===== config.mk =====
export PLATFORM = sky130hd
export DESIGN_NAME = vevr_top
export DESIGN_NICKNAME = d
export VERILOG_FILES = /design/src/rtl/vevr_pkg.sv /design/src/rtl/vevr_sync.sv /design/src/rtl/vevr_top.sv
export SDC_FILE = /design/constraint.sdc
export NUM_CORES = 1
export LEC_CHECK = 0
export ABC_AREA = 1
export BUFFER_PORTS_ARGS = -buffer_cell sky130_fd_sc_hd__buf_2
export CAP_MARGIN = 5
export CORE_MARGIN = 2
export CORE_UTILIZATION = 35
export CTS_CLUSTER_SIZE = 28
export DETAILED_ROUTE_END_ITERATION = 16
export SLEW_MARGIN = 40
export SYNTH_ARGS = -nofsm -noshare
export SYNTH_HDL_FRONTEND = slang
export SYNTH_SLANG_ARGS = --single-unit

===== constraint.sdc =====
create_clock -name clk -period 2.1 [get_ports clk]
set_input_delay 0.315 -clock clk [delete_from_list [all_inputs] [get_ports clk]]
set_output_delay 0.315 -clock clk [all_outputs]
set_load 0.02 [all_outputs]

===== src/rtl/vevr_pkg.sv =====
// package: offsets, field layout and reset values of the alarm routing block
package vevr_pkg;
  localparam int unsigned ADDR_W = 4;
  localparam int unsigned DATA_W = 8;
  localparam int unsigned LO_W   = 8;
  localparam int unsigned HI_W   = 3;
  localparam int unsigned CODE_W = 5;
  localparam int unsigned SYNC_STAGES = 3;

  localparam logic [ADDR_W-1:0] OFS_SMI_LO    = 4'h2;
  localparam logic [ADDR_W-1:0] OFS_SMI_HI    = 4'h3;
  localparam logic [ADDR_W-1:0] OFS_IRQ_LO    = 4'h4;
  localparam logic [ADDR_W-1:0] OFS_IRQ_HI    = 4'h5;
  localparam logic [ADDR_W-1:0] OFS_CODE      = 4'h6;
  localparam logic [ADDR_W-1:0] OFS_STS_LO    = 4'hA;
  localparam logic [ADDR_W-1:0] OFS_STS_HI    = 4'hB;
  localparam logic [ADDR_W-1:0] OFS_MASK_LO   = 4'hC;
  localparam logic [ADDR_W-1:0] OFS_MASK_HI   = 4'hD;

  localparam int unsigned SEL_POS = 6;
  localparam int unsigned SEL_W   = 2;
  localparam logic [SEL_W-1:0] SEL_CPU0 = 2'h0;
  localparam logic [SEL_W-1:0] SEL_CPU1 = 2'h1;

  localparam logic [LO_W-1:0]  RST_LO   = 8'h00;
  localparam logic [HI_W-1:0]  RST_HI   = 3'h0;
  localparam logic [SEL_W-1:0] RST_SEL  = 2'h0;
  localparam logic [CODE_W-1:0] RST_CODE = 5'h00;
  localparam logic [DATA_W-1:0] RST_RDATA = 8'h00;
endpackage


===== src/rtl/vevr_sync.sv =====
// three-stage synchroniser with agreement filter for a pin bus
`timescale 1ns/1ps
module vevr_sync #(
  parameter int unsigned W = 1
) (
  // clock and reset
  input  wire logic         clk,
  input  wire logic         nrst,
  // pin side
  input  wire logic [W-1:0] pin_in,
  // synchronised side
  output logic      [W-1:0] level_out
);
  import vevr_pkg::*;

  logic [W-1:0] s1_r;
  logic [W-1:0] s2_r;
  logic [W-1:0] s3_r;

  always_ff @(posedge clk or negedge nrst) begin
    if (!nrst) begin
      s1_r <= '0;
      s2_r <= '0;
      s3_r <= '0;
    end else begin
      s1_r <= pin_in;
      s2_r <= s1_r;
      s3_r <= s2_r;
    end
  end

  // a bit changes only once stages two and three agree
  genvar g;
  generate
    for (g = 0; g < W; g++) begin : g_bit
      always_ff @(posedge clk or negedge nrst) begin
        if (!nrst) begin
          level_out[g] <= 1'b0;
        end else if (s2_r[g] == s3_r[g]) begin
          level_out[g] <= s3_r[g];
        end
      end
    end
  endgenerate
endmodule


===== src/rtl/vevr_top.sv =====
// voltage alarm routing to smi/irq with cpu voltage code readout
//
// Design decision made here: the strobed register port.
`timescale 1ns/1ps
module vevr_top
  import vevr_pkg::*;
(
  // clock and reset
  input  wire logic                        clk,
  input  wire logic                        nrst,
  // register port
  input  wire logic [vevr_pkg::ADDR_W-1:0] addr,
  input  wire logic [vevr_pkg::DATA_W-1:0] wdata,
  input  wire logic                        wr,
  input  wire logic                        rd,
  output logic      [vevr_pkg::DATA_W-1:0] rdata,
  // alarm levels from the monitor, same clock
  input  wire logic [vevr_pkg::LO_W-1:0]   alarm_lo,
  input  wire logic [vevr_pkg::HI_W-1:0]   alarm_hi,
  // cpu voltage code pins, already routed at chip level
  input  wire logic [vevr_pkg::CODE_W-1:0] cpu_voltage_code_route_a,
  input  wire logic [vevr_pkg::CODE_W-1:0] cpu_voltage_code_route_b,
  // requests
  output logic                             smi_req,
  output logic                             irq_req,
  output logic                             int_out
);
  import vevr_pkg::*;

  logic [LO_W-1:0]   smi_lo_r;
  logic [HI_W-1:0]   smi_hi_r;
  logic [LO_W-1:0]   irq_lo_r;
  logic [HI_W-1:0]   irq_hi_r;
  logic [SEL_W-1:0]  sel_r;
  logic [LO_W-1:0]   sts_lo_r;
  logic [HI_W-1:0]   sts_hi_r;
  logic [LO_W-1:0]   mask_lo_r;
  logic [HI_W-1:0]   mask_hi_r;
  logic [LO_W-1:0]   alarm_lo_d_r;
  logic [HI_W-1:0]   alarm_hi_d_r;
  logic [CODE_W-1:0] code_a;
  logic [CODE_W-1:0] code_b;
  logic [CODE_W-1:0] code_sel;
  logic [DATA_W-1:0] rdata_nxt;
  logic [LO_W-1:0]   rise_lo;
  logic [HI_W-1:0]   rise_hi;

  function automatic logic hit(input logic [ADDR_W-1:0] a,
                               input logic [ADDR_W-1:0] ofs,
                               input logic              stb);
    hit = stb && (a == ofs);
  endfunction

  // pins come from another domain; route choice lives at chip level
  vevr_sync #(.W(CODE_W)) u_sync_a (
    .clk       (clk),
    .nrst      (nrst),
    .pin_in    (cpu_voltage_code_route_a),
    .level_out (code_a)
  );
  vevr_sync #(.W(CODE_W)) u_sync_b (
    .clk       (clk),
    .nrst      (nrst),
    .pin_in    (cpu_voltage_code_route_b),
    .level_out (code_b)
  );

  // reserved select codes report cpu0 rather than garbage
  assign code_sel = (sel_r == SEL_CPU1) ? code_b : code_a;

  // smi routing enables
  always_ff @(posedge clk or negedge nrst) begin
    if (!nrst) begin
      smi_lo_r <= RST_LO;
    end else if (hit(addr, OFS_SMI_LO, wr)) begin
      smi_lo_r <= wdata[LO_W-1:0];
    end
  end

  always_ff @(posedge clk or negedge nrst) begin
    if (!nrst) begin
      smi_hi_r <= RST_HI;
    end else if (hit(addr, OFS_SMI_HI, wr)) begin
      smi_hi_r <= wdata[HI_W-1:0];
    end
  end

  // irq routing enables
  always_ff @(posedge clk or negedge nrst) begin
    if (!nrst) begin
      irq_lo_r <= RST_LO;
    end else if (hit(addr, OFS_IRQ_LO, wr)) begin
      irq_lo_r <= wdata[LO_W-1:0];
    end
  end

  always_ff @(posedge clk or negedge nrst) begin
    if (!nrst) begin
      irq_hi_r <= RST_HI;
    end else if (hit(addr, OFS_IRQ_HI, wr)) begin
      irq_hi_r <= wdata[HI_W-1:0];
    end
  end

  // cpu select field
  always_ff @(posedge clk or negedge nrst) begin
    if (!nrst) begin
      sel_r <= RST_SEL;
    end else if (hit(addr, OFS_CODE, wr)) begin
      sel_r <= wdata[SEL_POS +: SEL_W];
    end
  end

  // interrupt mask
  always_ff @(posedge clk or negedge nrst) begin
    if (!nrst) begin
      mask_lo_r <= RST_LO;
      mask_hi_r <= RST_HI;
    end else begin
      if (hit(addr, OFS_MASK_LO, wr)) begin
        mask_lo_r <= wdata[LO_W-1:0];
      end
      if (hit(addr, OFS_MASK_HI, wr)) begin
        mask_hi_r <= wdata[HI_W-1:0];
      end
    end
  end

  // alarm onset detection for the sticky latch
  always_ff @(posedge clk or negedge nrst) begin
    if (!nrst) begin
      alarm_lo_d_r <= RST_LO;
      alarm_hi_d_r <= RST_HI;
    end else begin
      alarm_lo_d_r <= alarm_lo;
      alarm_hi_d_r <= alarm_hi;
    end
  end

  assign rise_lo = alarm_lo & ~alarm_lo_d_r;
  assign rise_hi = alarm_hi & ~alarm_hi_d_r;

  // sticky event latch, write one to clear; a new onset beats the clear
  always_ff @(posedge clk or negedge nrst) begin
    if (!nrst) begin
      sts_lo_r <= RST_LO;
      sts_hi_r <= RST_HI;
    end else begin
      sts_lo_r <= (sts_lo_r & ~(hit(addr, OFS_STS_LO, wr) ?
                   wdata[LO_W-1:0] : RST_LO)) | rise_lo;
      sts_hi_r <= (sts_hi_r & ~(hit(addr, OFS_STS_HI, wr) ?
                   wdata[HI_W-1:0] : RST_HI)) | rise_hi;
    end
  end

  // smi/irq routing follows the live alarm level so it drops when back in limits; int_out follows the sticky latch
  assign smi_req = |(alarm_lo & smi_lo_r) | |(alarm_hi & smi_hi_r);
  assign irq_req = |(alarm_lo & irq_lo_r) | |(alarm_hi & irq_hi_r);
  assign int_out = |(sts_lo_r & mask_lo_r) | |(sts_hi_r & mask_hi_r);

  // read mux; unmapped offsets read zero
  always_comb begin
    rdata_nxt = RST_RDATA;
    case (addr)
      OFS_SMI_LO:  rdata_nxt = smi_lo_r;
      OFS_SMI_HI:  rdata_nxt = {{(DATA_W-HI_W){1'b0}}, smi_hi_r};
      OFS_IRQ_LO:  rdata_nxt = irq_lo_r;
      OFS_IRQ_HI:  rdata_nxt = {{(DATA_W-HI_W){1'b0}}, irq_hi_r};
      OFS_CODE:    rdata_nxt = {sel_r, 1'b0, code_sel};
      OFS_STS_LO:  rdata_nxt = sts_lo_r;
      OFS_STS_HI:  rdata_nxt = {{(DATA_W-HI_W){1'b0}}, sts_hi_r};
      OFS_MASK_LO: rdata_nxt = mask_lo_r;
      OFS_MASK_HI: rdata_nxt = {{(DATA_W-HI_W){1'b0}}, mask_hi_r};
      4'h0:        rdata_nxt = alarm_lo;
      4'h1:        rdata_nxt = {{(DATA_W-HI_W){1'b0}}, alarm_hi};
      default:     rdata_nxt = RST_RDATA;
    endcase
  end

  // read data stands only in the cycle after the strobe
  always_ff @(posedge clk or negedge nrst) begin
    if (!nrst) begin
      rdata <= RST_RDATA;
    end else if (rd) begin
      rdata <= rdata_nxt;
    end else begin
      rdata <= RST_RDATA;
    end
  end
endmodule


==> impl_metrics.prom, run 1 <==
# TYPE chip_impl_metric gauge
chip_impl_metric{name="drt-wirelength-per-cell",unit="µm"} 15.34
chip_impl_metric{name="dpl-instance-area",unit="µm²"} 4657
chip_impl_metric{name="place.gp.congestion",unit=""} 0.9200
chip_impl_metric{name="grt_overflow",unit=""} 0
chip_impl_info{name="cp_cell_sequence",value="nand2_1 -> nand2_1 -> a221oi_1 -> nand3_1 -> buf_2"} 1
chip_impl_metric{name="floorplan.die_area",unit="µm²"} 13050
chip_impl_metric{name="power_density",unit="nW/µm²"} 953.3
chip_impl_info{name="critical_path_class",value="register to primary output"} 1
chip_impl_metric{name="chipHeight",unit="µm"} 114.2
chip_impl_metric{name="vdd_drop_max",unit="mV"} 0.4149
chip_impl_metric{name="synth_edf_count",unit=""} 0
chip_impl_metric{name="drc",unit=""} 0
chip_impl_metric{name="fp.dieW",unit="µm"} 114.2
chip_impl_metric{name="max_freq",unit="GHz"} 0.5018
chip_impl_info{name="critPathMostFrequentCell",value="sky130_fd_sc_hd__nand2_1"} 1
chip_impl_metric{name="clk_latency",unit="ps"} 340
chip_impl_metric{name="power_leakage",unit="µW"} 0.002397
chip_impl_metric{name="grt_first_pass_wirelength",unit="µm"} 16820
chip_impl_metric{name="initial_core_utilization",unit="%"} 35.69
chip_impl_metric{name="postCtsHoldBufs",unit=""} 1
chip_impl_metric{name="syn-cell-area",unit="µm²"} 4252
chip_impl_metric{name="fin_crit_sh",unit="%"} 94.90
chip_impl_metric{name="post-route-worst-setup-slack",unit="ps"} 107.1
chip_impl_metric{name="slew_worst_pin",unit="ps"} 561.2
chip_impl_metric{name="area.growth.synth_to_final",unit="%"} 17.30
chip_impl_metric{name="pre_cts_ws",unit="ps"} 448.8
chip_impl_metric{name="inserted_clock_buffers",unit=""} 9
chip_impl_metric{name="layout_min_cycle_time",unit="ps"} 1993
chip_impl_metric{name="post-cts-setup-buffers",unit=""} 0
chip_impl_metric{name="vias",unit=""} 3198
chip_impl_metric{name="route.detailed.vias_per_inst",unit=""} 4.935
chip_impl_metric{name="detailedRoute.firstPassIterationCount",unit=""} 4
chip_impl_metric{name="ios",unit=""} 48
chip_impl_metric{name="final_area",unit="µm²"} 4987
chip_impl_metric{name="critical_path_required",unit="ps"} 1780
chip_impl_metric{name="ys_seq_elements",unit=""} 105
chip_impl_info{name="grt_setup_unrepaired",value="false"} 1
chip_impl_metric{name="dp_cells",unit=""} 631
chip_impl_metric{name="post_synth_num_cell_types",unit=""} 25
chip_impl_info{name="synth-main-ff-cell",value="sky130_fd_sc_hd__dfrtp_1"} 1
chip_impl_info{name="clock_tree_root_driver_cell",value="sky130_fd_sc_hd__clkbuf_16"} 1
chip_impl_metric{name="layout-drive-gt1-share",unit="%"} 18.16
chip_impl_metric{name="h-tree-depth",unit=""} 3
chip_impl_metric{name="antenna_cells_inserted",unit=""} 0
chip_impl_metric{name="synth-async-reset-ratio",unit="%"} 100.0
chip_impl_metric{name="share_of_synthesized_area_occupied_by_flip_flops_and_latches",unit="%"} 61.80
chip_impl_metric{name="layout.nets",unit=""} 533
chip_impl_metric{name="grt_start_max_net_pins",unit=""} 45
chip_impl_metric{name="grt.total_usage",unit="%"} 16.76
chip_impl_metric{name="rows",unit=""} 40
chip_impl_info{name="slowest_stage",value="sky130_fd_sc_hd__a221oi_1"} 1
chip_impl_info{name="timing.critical_path.from_type",value="register"} 1
chip_impl_metric{name="yosys_warnings",unit=""} 0
chip_impl_metric{name="detail_route.wirelength",unit="µm"} 9939
chip_impl_metric{name="critical_path_arrival",unit="ps"} 1680
chip_impl_metric{name="first_global_vias",unit=""} 3218
chip_impl_metric{name="report.final.hold_viol_count",unit=""} 0
chip_impl_metric{name="drv.max_cap_violation_count",unit=""} 0
chip_impl_metric{name="final_setup_skew",unit="ps"} 5.824
chip_impl_metric{name="n_fill_cell",unit=""} 1167
chip_impl_metric{name="number_of_instances_resized_during_post_cts_repair",unit=""} 0
chip_impl_metric{name="max-clock-path-buffers",unit=""} 2
chip_impl_metric{name="first_iter_violations",unit=""} 151
chip_impl_info{name="cts_tree",value="done"} 1
chip_impl_metric{name="fin_cells",unit=""} 648
chip_impl_metric{name="path_max_fanout",unit=""} 3
chip_impl_metric{name="placeableCoreArea",unit="µm²"} 11910
chip_impl_metric{name="worst_slew_margin_rel",unit="%"} 62.59
chip_impl_info{name="timing.critical_path.to_type",value="primary output"} 1
chip_impl_metric{name="slew_viol_final",unit=""} 0
chip_impl_metric{name="final_core_utilization",unit="%"} 41.87
chip_impl_metric{name="io_buffers",unit=""} 47
chip_impl_metric{name="fin_tns_setup",unit="ps"} 0
chip_impl_metric{name="antenna_found_initial",unit=""} 0
chip_impl_metric{name="cts.clk_slew.worst_paths",unit="ps"} 70
chip_impl_metric{name="clock_sinks",unit=""} 105
chip_impl_info{name="timing.hold.worst.class",value="input pin to register"} 1
chip_impl_metric{name="post_synth.cell_area_avg",unit="µm²"} 9.663
chip_impl_metric{name="setup-violations-final",unit=""} 0
chip_impl_metric{name="ant_nets",unit=""} 0
chip_impl_info{name="outcome",value="completed"} 1
chip_impl_metric{name="syn-instance-count",unit=""} 440
chip_impl_metric{name="critical_path.max_stage_delay",unit="ps"} 460
chip_impl_metric{name="syn_nets",unit=""} 477
chip_impl_metric{name="hpwlAfterDp",unit="µm"} 7204
## per-layer routing
metal	global-route usage, %	vias up	share of wire [%]
met5	0	-	0
met4	6.992	0	2.2
met3	2.859	17	4.6
met2	27.06	80	47
met1	22.47	1554	46
li1	-	1547	-
## layout by cell type (no fill, tap or decap)
master,count
sky130_fd_sc_hd__a221oi_1,5
sky130_fd_sc_hd__buf_4,3
sky130_fd_sc_hd__dfrtp_1,105
sky130_fd_sc_hd__buf_12,1
sky130_fd_sc_hd__and3_1,1
sky130_fd_sc_hd__nor2_4,6
sky130_fd_sc_hd__clkinv_4,2
sky130_fd_sc_hd__nor3_1,1
sky130_fd_sc_hd__a211oi_1,1
sky130_fd_sc_hd__bufinv_16,2
sky130_fd_sc_hd__clkinvlp_4,1
sky130_fd_sc_hd__inv_1,34
sky130_fd_sc_hd__maj3_1,10
sky130_fd_sc_hd__o21ai_1,9
sky130_fd_sc_hd__dlygate4sd3_1,1
sky130_fd_sc_hd__nand3_1,35
sky130_fd_sc_hd__a22o_1,1
sky130_fd_sc_hd__nand3_2,2
sky130_fd_sc_hd__o211ai_1,1
sky130_fd_sc_hd__nand2_2,4
sky130_fd_sc_hd__inv_2,4
sky130_fd_sc_hd__clkinv_2,2
sky130_fd_sc_hd__nand2_4,1
sky130_fd_sc_hd__clkbuf_16,9
sky130_fd_sc_hd__nand2_1,128
sky130_fd_sc_hd__a21oi_1,6
sky130_fd_sc_hd__nor2_2,1
sky130_fd_sc_hd__nor2_1,25
sky130_fd_sc_hd__buf_2,46
sky130_fd_sc_hd__o21ai_0,47
sky130_fd_sc_hd__o21ai_2,7
## critical path: cells and delay by family, from the launching register on
kind / cells / cell delay [ps]
AO/OA/AOI/OAI: 1 / 460
flip-flops: 1 / 400
AND/OR/NAND/NOR: 3 / 270
buffers and inverters: 1 / 190
## per-stage QoR
step / hold slack (ps) / power, µW
6_report: 75.04 / 4754
4_1_cts: 65.58 / 4802
3_3_place_gp: 309.3 / 2990
3_5_place_dp: 311.1 / 3011
2_1_floorplan: 19.41 / 2748
5_1_grt: 66.90 / 5006
## Yosys cell counts (2+ instances only)
cell                       count  share of area, %
sky130_fd_sc_hd__a21oi_1       6              0.71
sky130_fd_sc_hd__o21ai_2       7               1.4
sky130_fd_sc_hd__inv_2         4              0.35
sky130_fd_sc_hd__nand2_2       4              0.59
sky130_fd_sc_hd__o21ai_1       9               1.1
sky130_fd_sc_hd__nor2_1       25               2.2
sky130_fd_sc_hd__a221oi_1      5               1.0
sky130_fd_sc_hd__buf_6         3              0.79
sky130_fd_sc_hd__nand3_1      35               4.1
sky130_fd_sc_hd__maj3_1       10               2.4
sky130_fd_sc_hd__dfrtp_1     105                62
sky130_fd_sc_hd__buf_2         2              0.24
sky130_fd_sc_hd__inv_1        34               3.0
sky130_fd_sc_hd__nand3_2       2              0.47
sky130_fd_sc_hd__o21ai_0      47               5.5
sky130_fd_sc_hd__nor2_4        6               1.6
sky130_fd_sc_hd__nand2_1     128                11
## cell type report
| type | count | area [µm²] | share of cell area [%] |
|---|---|---|---|
| Clock buffer | 9 | 225.2 | 4.516 |
| Clock inverter | 7 | 95.09 | 1.907 |
| Inverter | 38 | 142.6 | 2.860 |
| Timing Repair Buffer | 51 | 282.8 | 5.670 |
| Tap cell | 147 | 183.9 | 3.688 |
| Multi-Input combinational cell | 291 | 1430 | 28.68 |
| Sequential cell | 105 | 2628 | 52.68 |
## flip-flops by register name (all words and copies together) (netlist names)
| signal | cells |
|---|---|
| u_sync_a.s2_r | 5 |
| irq_hi_r | 3 |
| smi_lo_r | 8 |
| mask_lo_r | 8 |
| u_sync_a.level_out | 5 |
| u_sync_a.s1_r | 5 |
| sts_lo_r | 8 |
| smi_hi_r | 3 |
| u_sync_b.level_out | 5 |
| mask_hi_r | 3 |
| u_sync_b.s3_r | 5 |
| alarm_hi_d_r | 3 |
| sel_r | 2 |
| u_sync_a.s3_r | 5 |
| irq_lo_r | 8 |
| sts_hi_r | 3 |
| alarm_lo_d_r | 8 |
| rdata | 8 |
| u_sync_b.s1_r | 5 |
| u_sync_b.s2_r | 5 |
## cell families after synthesis
| logic type | synth area share (%) |
|---|---|
| and+or+nand+nor | 20.95 |
| AOI/OAI and AO/OA | 10.33 |
| DFF | 61.80 |
| buffers and inverters | 4.561 |
| adders and majority gates | 2.354 |
## final timing paths
path / from / end / slack (ps) / cells past startpoint
setup reg to reg: sel_r[0]$_DFFE_PN0P_ / rdata[4]$_DFF_PN0_ / 770 / 6
min in group asynchronous: nrst / u_sync_a.s1_r[4]$_DFF_PN0_ / 470 / 2
hold / removal: cpu_voltage_code_route_a[3] / u_sync_a.s1_r[3]$_DFF_PN0_ / 80 / 1
hold reg to reg: u_sync_b.s1_r[2]$_DFF_PN0_ / u_sync_b.s2_r[2]$_DFF_PN0_ / 350 / 0
setup / recovery: irq_lo_r[7]$_DFFE_PN0P_ / irq_req / 110 / 5
max in group asynchronous: nrst / smi_lo_r[2]$_DFFE_PN0P_ / 930 / 3
## where the power goes
group	internal (µW)	switching [µW]
combinational	216	371
sequential	2240	152
clock	1040	734
total	3500	1260
Note: power is estimated with default switching activity, not from simulation.
==> inputs of run 2 (changes only) <==
CORE_UTILIZATION = 50   (was 35)
PLACE_DENSITY = 0.7   (was unset)
==> run 2 against run 1 <==
Compared with the run above:
- utilization up 17 points
- cell count decreased by 6.6%
- clock power is 17% lower
- register-to-register slack lost 20 ps
- worst setup slack improved by 130 ps
- sequential share of layout area up 1.3 points
- power shrank 6.6%
- combinational power is 2% lower
- via count fell by 1.3%
==> impl_metrics.prom, run 2 (synthesis results as in run 1) <==
# TYPE chip_impl_metric gauge
chip_impl_metric{name="rows",unit=""} 33
chip_impl_metric{name="place.gp.congestion",unit=""} 0.8474
chip_impl_metric{name="inserted_clock_buffers",unit=""} 9
chip_impl_info{name="timing.critical_path.from_type",value="register"} 1
chip_impl_info{name="timing.hold.worst.class",value="input pin to register"} 1
chip_impl_metric{name="area.growth.synth_to_final",unit="%"} 14.48
chip_impl_metric{name="max_freq",unit="GHz"} 0.5376
chip_impl_metric{name="power_density",unit="nW/µm²"} 912.2
chip_impl_metric{name="fin_tns_setup",unit="ps"} 0
chip_impl_metric{name="chipHeight",unit="µm"} 96.21
chip_impl_info{name="critPathTopFamily",value="compound AO/OA/AOI/OAI gates"} 1
chip_impl_metric{name="drt-wirelength-per-cell",unit="µm"} 15.33
chip_impl_metric{name="initial_core_utilization",unit="%"} 51.74
chip_impl_info{name="cts_tree",value="done"} 1
chip_impl_metric{name="drv.max_cap_violation_count",unit=""} 0
chip_impl_metric{name="placeableCoreArea",unit="µm²"} 8217
chip_impl_metric{name="antenna_found_initial",unit=""} 0
chip_impl_info{name="final_common_cell",value="sky130_fd_sc_hd__nand2_1"} 1
chip_impl_metric{name="grt_first_pass_wirelength",unit="µm"} 14970
chip_impl_metric{name="layout.nets",unit=""} 533
chip_impl_metric{name="share_seq_of_total_power",unit="%"} 53.9
chip_impl_metric{name="io_buffers",unit=""} 47
chip_impl_metric{name="first_global_vias",unit=""} 2959
chip_impl_metric{name="max-clock-path-buffers",unit=""} 2
chip_impl_metric{name="layout_min_cycle_time",unit="ps"} 1860
chip_impl_metric{name="slew_viol_final",unit=""} 0
chip_impl_metric{name="detailedRoute.firstPassIterationCount",unit=""} 7
chip_impl_metric{name="grt.total_usage",unit="%"} 21.91
chip_impl_metric{name="floorplan.die_area",unit="µm²"} 9256
chip_impl_info{name="cp_cell_sequence",value="a22o_1 -> a21oi_1 -> nand3_1 -> buf_2"} 1
chip_impl_metric{name="antenna_cells_inserted",unit=""} 0
chip_impl_metric{name="report.final.hold_viol_count",unit=""} 0
chip_impl_metric{name="cts.clk_slew.worst_paths",unit="ps"} 90
chip_impl_metric{name="ant_nets",unit=""} 0
chip_impl_metric{name="dp_cells",unit=""} 589
chip_impl_metric{name="final_setup_skew",unit="ps"} 9.560
chip_impl_metric{name="crit_buf_inv",unit=""} 1
chip_impl_metric{name="grt_start_max_net_pins",unit=""} 40
chip_impl_info{name="grt_setup_unrepaired",value="false"} 1
chip_impl_metric{name="clock_sinks",unit=""} 105
chip_impl_metric{name="vdd_drop_max",unit="mV"} 0.5250
chip_impl_metric{name="setup-violations-final",unit=""} 0
chip_impl_metric{name="h-tree-depth",unit=""} 3
chip_impl_metric{name="critical_path_required",unit="ps"} 1780
chip_impl_info{name="timing.critical_path.to_type",value="primary output"} 1
chip_impl_metric{name="grt_overflow",unit=""} 0
chip_impl_metric{name="clk_pwr_share",unit="%"} 33.1
chip_impl_info{name="slowest_stage",value="sky130_fd_sc_hd__dfrtp_1"} 1
chip_impl_metric{name="fp.dieW",unit="µm"} 96.21
chip_impl_metric{name="combPwrFrac",unit="%"} 13.0
chip_impl_metric{name="vias",unit=""} 3158
chip_impl_metric{name="detail_route.wirelength",unit="µm"} 9272
chip_impl_metric{name="critical_path_arrival",unit="ps"} 1550
chip_impl_metric{name="net-switching-power",unit="µW"} 1164
chip_impl_metric{name="slew_worst_pin",unit="ps"} 499.5
chip_impl_metric{name="critical_path.max_stage_delay",unit="ps"} 410
chip_impl_metric{name="first_iter_violations",unit=""} 176
chip_impl_metric{name="fin_crit_sh",unit="%"} 88.58
chip_impl_metric{name="internal_power",unit="µW"} 3276
chip_impl_metric{name="route.detailed.vias_per_inst",unit=""} 5.220
chip_impl_metric{name="ios",unit=""} 48
chip_impl_metric{name="worst_slew_margin_rel",unit="%"} 66.70
chip_impl_metric{name="clk_latency",unit="ps"} 370
chip_impl_metric{name="layout-drive-gt1-share",unit="%"} 17.80
chip_impl_info{name="clock_tree_root_driver_cell",value="sky130_fd_sc_hd__clkbuf_8"} 1
chip_impl_info{name="critical_path_class",value="register to primary output"} 1
chip_impl_metric{name="power_leakage",unit="µW"} 0.002366
chip_impl_metric{name="hpwlAfterDp",unit="µm"} 6932
chip_impl_info{name="outcome",value="completed"} 1
chip_impl_metric{name="power.switching_fraction",unit="%"} 26.22
chip_impl_metric{name="fin_cells",unit=""} 605
chip_impl_info{name="most-common-layout-cells",value="128 x sky130_fd_sc_hd__nand2_1, 105 x sky130_fd_sc_hd__dfrtp_1, 47 x sky130_fd_sc_hd__o21ai_0"} 1
chip_impl_metric{name="drc",unit=""} 0
chip_impl_metric{name="path_max_fanout",unit=""} 3
-- run 2: per-layer routing --
metal  share of wire, %  track usage (%)  up-vias  wire length, µm
met5                  0                0        -                0
met4                1.4            6.667        0              127
met3                5.7            4.464       13              525
met2                 45            31.71       84             4210
met1                 48            33.33     1512             4409
li1                   -                -     1549                -
-- run 2: power groups by stage --
| stage | Sequential, µW | Combinational (µW) | Clock, µW |
|---|---|---|---|
| after floorplan | 2390 | 358 | 0 |
| after global placement | 2420 | 567 | 0 |
| after detailed placement | 2430 | 582 | 0 |
| after CTS | 2390 | 584 | 1500 |
| after global routing | 2420 | 662 | 1580 |
| final | 2390 | 577 | 1470 |
-- run 2: path summary, 6_finish.rpt --
kind	to	from	slack, ps	cells past startpoint
max	irq_req	irq_hi_r[2]$_DFFE_PN0P_	240	4
min	u_sync_a.s1_r[2]$_DFF_PN0_	cpu_voltage_code_route_a[2]	50	1
max reg2reg	rdata[4]$_DFF_PN0_	sel_r[1]$_DFFE_PN0P_	750	5
min reg2reg	u_sync_b.s2_r[3]$_DFF_PN0_	u_sync_b.s1_r[3]$_DFF_PN0_	350	0
max in group asynchronous	mask_lo_r[0]$_DFFE_PN0P_	nrst	1080	3
min in group asynchronous	u_sync_b.s2_r[2]$_DFF_PN0_	nrst	450	2
-- run 2: worst reg2reg max path: stages (launching register included) --
cell and delay, ps:
sky130_fd_sc_hd__dfrtp_1 420, sky130_fd_sc_hd__nor2_1 340, sky130_fd_sc_hd__nand2_1 100, sky130_fd_sc_hd__a21oi_1 170, sky130_fd_sc_hd__nor2_1 70, sky130_fd_sc_hd__a21oi_1 170
-- run 2: through the flow --
| step | power (µW) | cell area, µm² | utilization, % | hold slack [ps] | setup WS (ps) |
|---|---|---|---|---|---|
| after floorplan | 2748 | 4252 | - | 19.41 | 889.6 |
| after global placement | 2987 | 4617 | 56.19 | 314.5 | 588.5 |
| after detailed placement | 3008 | 4617 | 56.19 | 318.6 | 595.1 |
| after CTS | 4470 | 4867 | 59.24 | 40.09 | 231.2 |
| after global routing | 4658 | 4867 | 59.24 | 37.95 | 161.9 |
| final | 4440 | 4867 | 59.24 | 48.13 | 239.8 |
-- run 2: repair_timing --
| action | CTS | global route |
|---|---|---|
| resized for setup | 0 | 0 |
| hold endpoints to repair | 37 | 0 |
| setup buffers | 0 | 0 |
| hold buffers | 1 | 0 |
-- run 2: area by class of cell --
cell class | instances | area, µm²
Clock buffer | 11 | 141.4
Timing Repair Buffer | 51 | 295.3
Inverter | 38 | 142.6
Fill cell | 737 | 3349
Tap cell | 105 | 131.4
Sequential cell | 105 | 2628
Multi-Input combinational cell | 291 | 1430
Clock inverter | 4 | 98.84
==> inputs of run 3 (changes only) <==
CORE_ASPECT_RATIO = 1.1   (was unset)
==> run 3 against run 2 <==
Compared with the run above:
- sequential share of layout area rose by 0.22 points
- sequential power barely moved
- non-clock buffer count did not move
- routed wire length rose by 2.7%
- flip-flop and latch count did not move
- cell count rose by 1.2%
- critical path depth rose by 1
- combinational power barely moved
- critical path type unchanged
- critical endpoint is now smi_req
- largest power group unchanged
- highest routed layer unchanged
==> impl_metrics.prom, run 3 (synthesis results as in run 1) <==
# TYPE chip_impl_metric gauge
chip_impl_metric{name="antenna_cells_inserted",unit=""} 0
chip_impl_metric{name="clk_latency",unit="ps"} 370
chip_impl_metric{name="io_buffers",unit=""} 47
chip_impl_metric{name="ant_nets",unit=""} 0
chip_impl_metric{name="antenna_found_initial",unit=""} 0
chip_impl_metric{name="chipHeight",unit="µm"} 100.7
chip_impl_metric{name="h-tree-depth",unit=""} 3
chip_impl_info{name="outcome",value="completed"} 1
chip_impl_metric{name="report.final.hold_viol_count",unit=""} 0
chip_impl_metric{name="layout.nets",unit=""} 533
chip_impl_metric{name="final_area",unit="µm²"} 4847
chip_impl_metric{name="route.detailed.vias_per_inst",unit=""} 5.260
chip_impl_info{name="timing.critical_path.from_type",value="register"} 1
chip_impl_info{name="critical_path_class",value="register to primary output"} 1
chip_impl_info{name="cts_tree",value="done"} 1
chip_impl_metric{name="layout_min_cycle_time",unit="ps"} 1957
chip_impl_metric{name="postCtsHoldBufs",unit=""} 1
chip_impl_metric{name="max_freq",unit="GHz"} 0.5111
chip_impl_metric{name="power_leakage",unit="µW"} 0.002354
chip_impl_metric{name="grt_start_max_net_pins",unit=""} 53
chip_impl_metric{name="first_iter_violations",unit=""} 352
chip_impl_metric{name="power.switching_fraction",unit="%"} 28.24
chip_impl_metric{name="number_of_instances_resized_during_post_cts_repair",unit=""} 0
chip_impl_metric{name="path_max_fanout",unit=""} 3
chip_impl_metric{name="final_core_utilization",unit="%"} 58.26
chip_impl_metric{name="first_global_vias",unit=""} 3112
chip_impl_metric{name="cts.clk_slew.worst_paths",unit="ps"} 100
chip_impl_metric{name="slew_viol_final",unit=""} 0
chip_impl_metric{name="fp.dieW",unit="µm"} 91.92
chip_impl_metric{name="setup-violations-final",unit=""} 0
chip_impl_metric{name="worst-r2r-setup-slack",unit="ps"} 710
chip_impl_metric{name="vias",unit=""} 3219
chip_impl_metric{name="final_setup_skew",unit="ps"} 6.323
chip_impl_metric{name="inserted_clock_buffers",unit=""} 9
chip_impl_metric{name="worst_slew_margin_rel",unit="%"} 65.93
chip_impl_metric{name="pre_cts_ws",unit="ps"} 512.2
chip_impl_metric{name="drv.max_cap_violation_count",unit=""} 0
chip_impl_metric{name="clock_sinks",unit=""} 105
chip_impl_metric{name="n_fill_cell",unit=""} 742
chip_impl_info{name="timing.hold.worst.class",value="input pin to register"} 1
chip_impl_metric{name="rows",unit=""} 35
chip_impl_metric{name="critical_path_required",unit="ps"} 1780
chip_impl_metric{name="place.gp.congestion",unit=""} 0.8713
chip_impl_info{name="timing.critical_path.to_type",value="primary output"} 1
chip_impl_metric{name="slew_worst_pin",unit="ps"} 511.1
chip_impl_metric{name="combPwrFrac",unit="%"} 13.2
chip_impl_metric{name="ios",unit=""} 48
chip_impl_metric{name="grt_overflow",unit=""} 0
chip_impl_metric{name="grt.total_usage",unit="%"} 22.61
chip_impl_metric{name="drc",unit=""} 0
chip_impl_metric{name="dpl-instance-area",unit="µm²"} 4612
chip_impl_metric{name="hpwlAfterDp",unit="µm"} 6845
chip_impl_metric{name="placeableCoreArea",unit="µm²"} 8320
chip_impl_metric{name="max-clock-path-buffers",unit=""} 2
chip_impl_metric{name="fin_tns_setup",unit="ps"} 0
chip_impl_metric{name="fin_crit_sh",unit="%"} 93.17
chip_impl_info{name="clock_tree_root_driver_cell",value="sky130_fd_sc_hd__clkbuf_8"} 1
chip_impl_metric{name="area.growth.synth_to_final",unit="%"} 14.01
chip_impl_metric{name="floorplan.die_area",unit="µm²"} 9258
chip_impl_metric{name="initial_core_utilization",unit="%"} 51.10
chip_impl_metric{name="drt-wirelength-per-cell",unit="µm"} 15.55
chip_impl_metric{name="clk_pwr_share",unit="%"} 32.1
chip_impl_metric{name="critical_path_arrival",unit="ps"} 1640
chip_impl_metric{name="layout-drive-gt1-share",unit="%"} 18.16
chip_impl_metric{name="post-cts-setup-buffers",unit=""} 0
chip_impl_metric{name="net-switching-power",unit="µW"} 1234
chip_impl_info{name="final_common_cell",value="sky130_fd_sc_hd__nand2_1"} 1
chip_impl_metric{name="grt_first_pass_wirelength",unit="µm"} 15870
chip_impl_metric{name="vdd_drop_max",unit="mV"} 0.6302
chip_impl_info{name="grt_setup_unrepaired",value="false"} 1
chip_impl_metric{name="internal_power",unit="µW"} 3136
chip_impl_info{name="most-common-layout-cells",value="128 x sky130_fd_sc_hd__nand2_1, 105 x sky130_fd_sc_hd__dfrtp_1, 47 x sky130_fd_sc_hd__o21ai_0"} 1
chip_impl_metric{name="detailedRoute.firstPassIterationCount",unit=""} 5
chip_impl_metric{name="post-route-worst-setup-slack",unit="ps"} 143.4
chip_impl_metric{name="power_density",unit="nW/µm²"} 901.6
chip_impl_metric{name="share_seq_of_total_power",unit="%"} 54.7
chip_impl_metric{name="detail_route.wirelength",unit="µm"} 9519
==> run 3: cell count changes in the layout (fill, tap and decap cells not counted), sizes merged <==
cell	previous run	this run
bufinv	3	2
clkbuf	11	9
clkinv	0	1
clkinvlp	0	1
inv	39	41
==> run 3: metrics by stage <==
stage,cells,hold WS (ps),total power (µW)
2_1_floorplan,440,19.41,2748
6_report,612,45.61,4370
5_1_grt,612,16.75,4600
3_3_place_gp,595,313.5,2987
3_5_place_dp,595,323.5,3005
4_1_cts,612,29.60,4401
==> run 3: worst max-delay path: stages, from the launching register on <==
cell and delay (ps):
sky130_fd_sc_hd__dfrtp_1 420, sky130_fd_sc_hd__nand2_1 80, sky130_fd_sc_hd__nand2_1 50, sky130_fd_sc_hd__a221oi_1 400
sky130_fd_sc_hd__nand3_1 140, sky130_fd_sc_hd__buf_2 190
==> run 3: final cells by class <==
class                      count  area [µm²]  area share (%)
clock buffer                   9       123.9           2.556
timing repair buffer          51       282.8           5.834
clock inverter                 7       101.3           2.091
tap                          111       138.9           2.865
multi-input combinational    291        1430           29.50
sequential                   105        2628           54.21
inverter                      38       142.6           2.943
==> run 3: power by group through the flow <==
stage / registers [µW] / logic, µW / clock network [µW]
after CTS: 2390 / 583 / 1430
after global placement: 2420 / 566 / 0
after detailed placement: 2420 / 581 / 0
after global routing: 2420 / 667 / 1520
after floorplan: 2390 / 358 / 0
final: 2390 / 578 / 1400
==> run 3: worst paths after layout <==
path	cells past startpoint	end	from
worst max register to register	6	rdata[4]$_DFF_PN0_	sel_r[0]$_DFFE_PN0P_
worst min-delay path	1	u_sync_b.s1_r[4]$_DFF_PN0_	cpu_voltage_code_route_b[4]
worst max-delay path	5	smi_req	smi_lo_r[7]$_DFFE_PN0P_
worst min register to register	0	u_sync_b.s2_r[2]$_DFF_PN0_	u_sync_b.s1_r[2]$_DFF_PN0_
max in group asynchronous	3	smi_lo_r[1]$_DFFE_PN0P_	nrst
min in group asynchronous	2	rdata[5]$_DFF_PN0_	nrst
==> run 3: layer usage <==
metal  up-vias  GRT usage [%]  share of wire, %
met3        11          4.188               4.5
met1      1556          31.18                46
met2       104          36.60                48
met4         0          7.692               1.5
met5         -              0                 0
li1       1548              -                 -
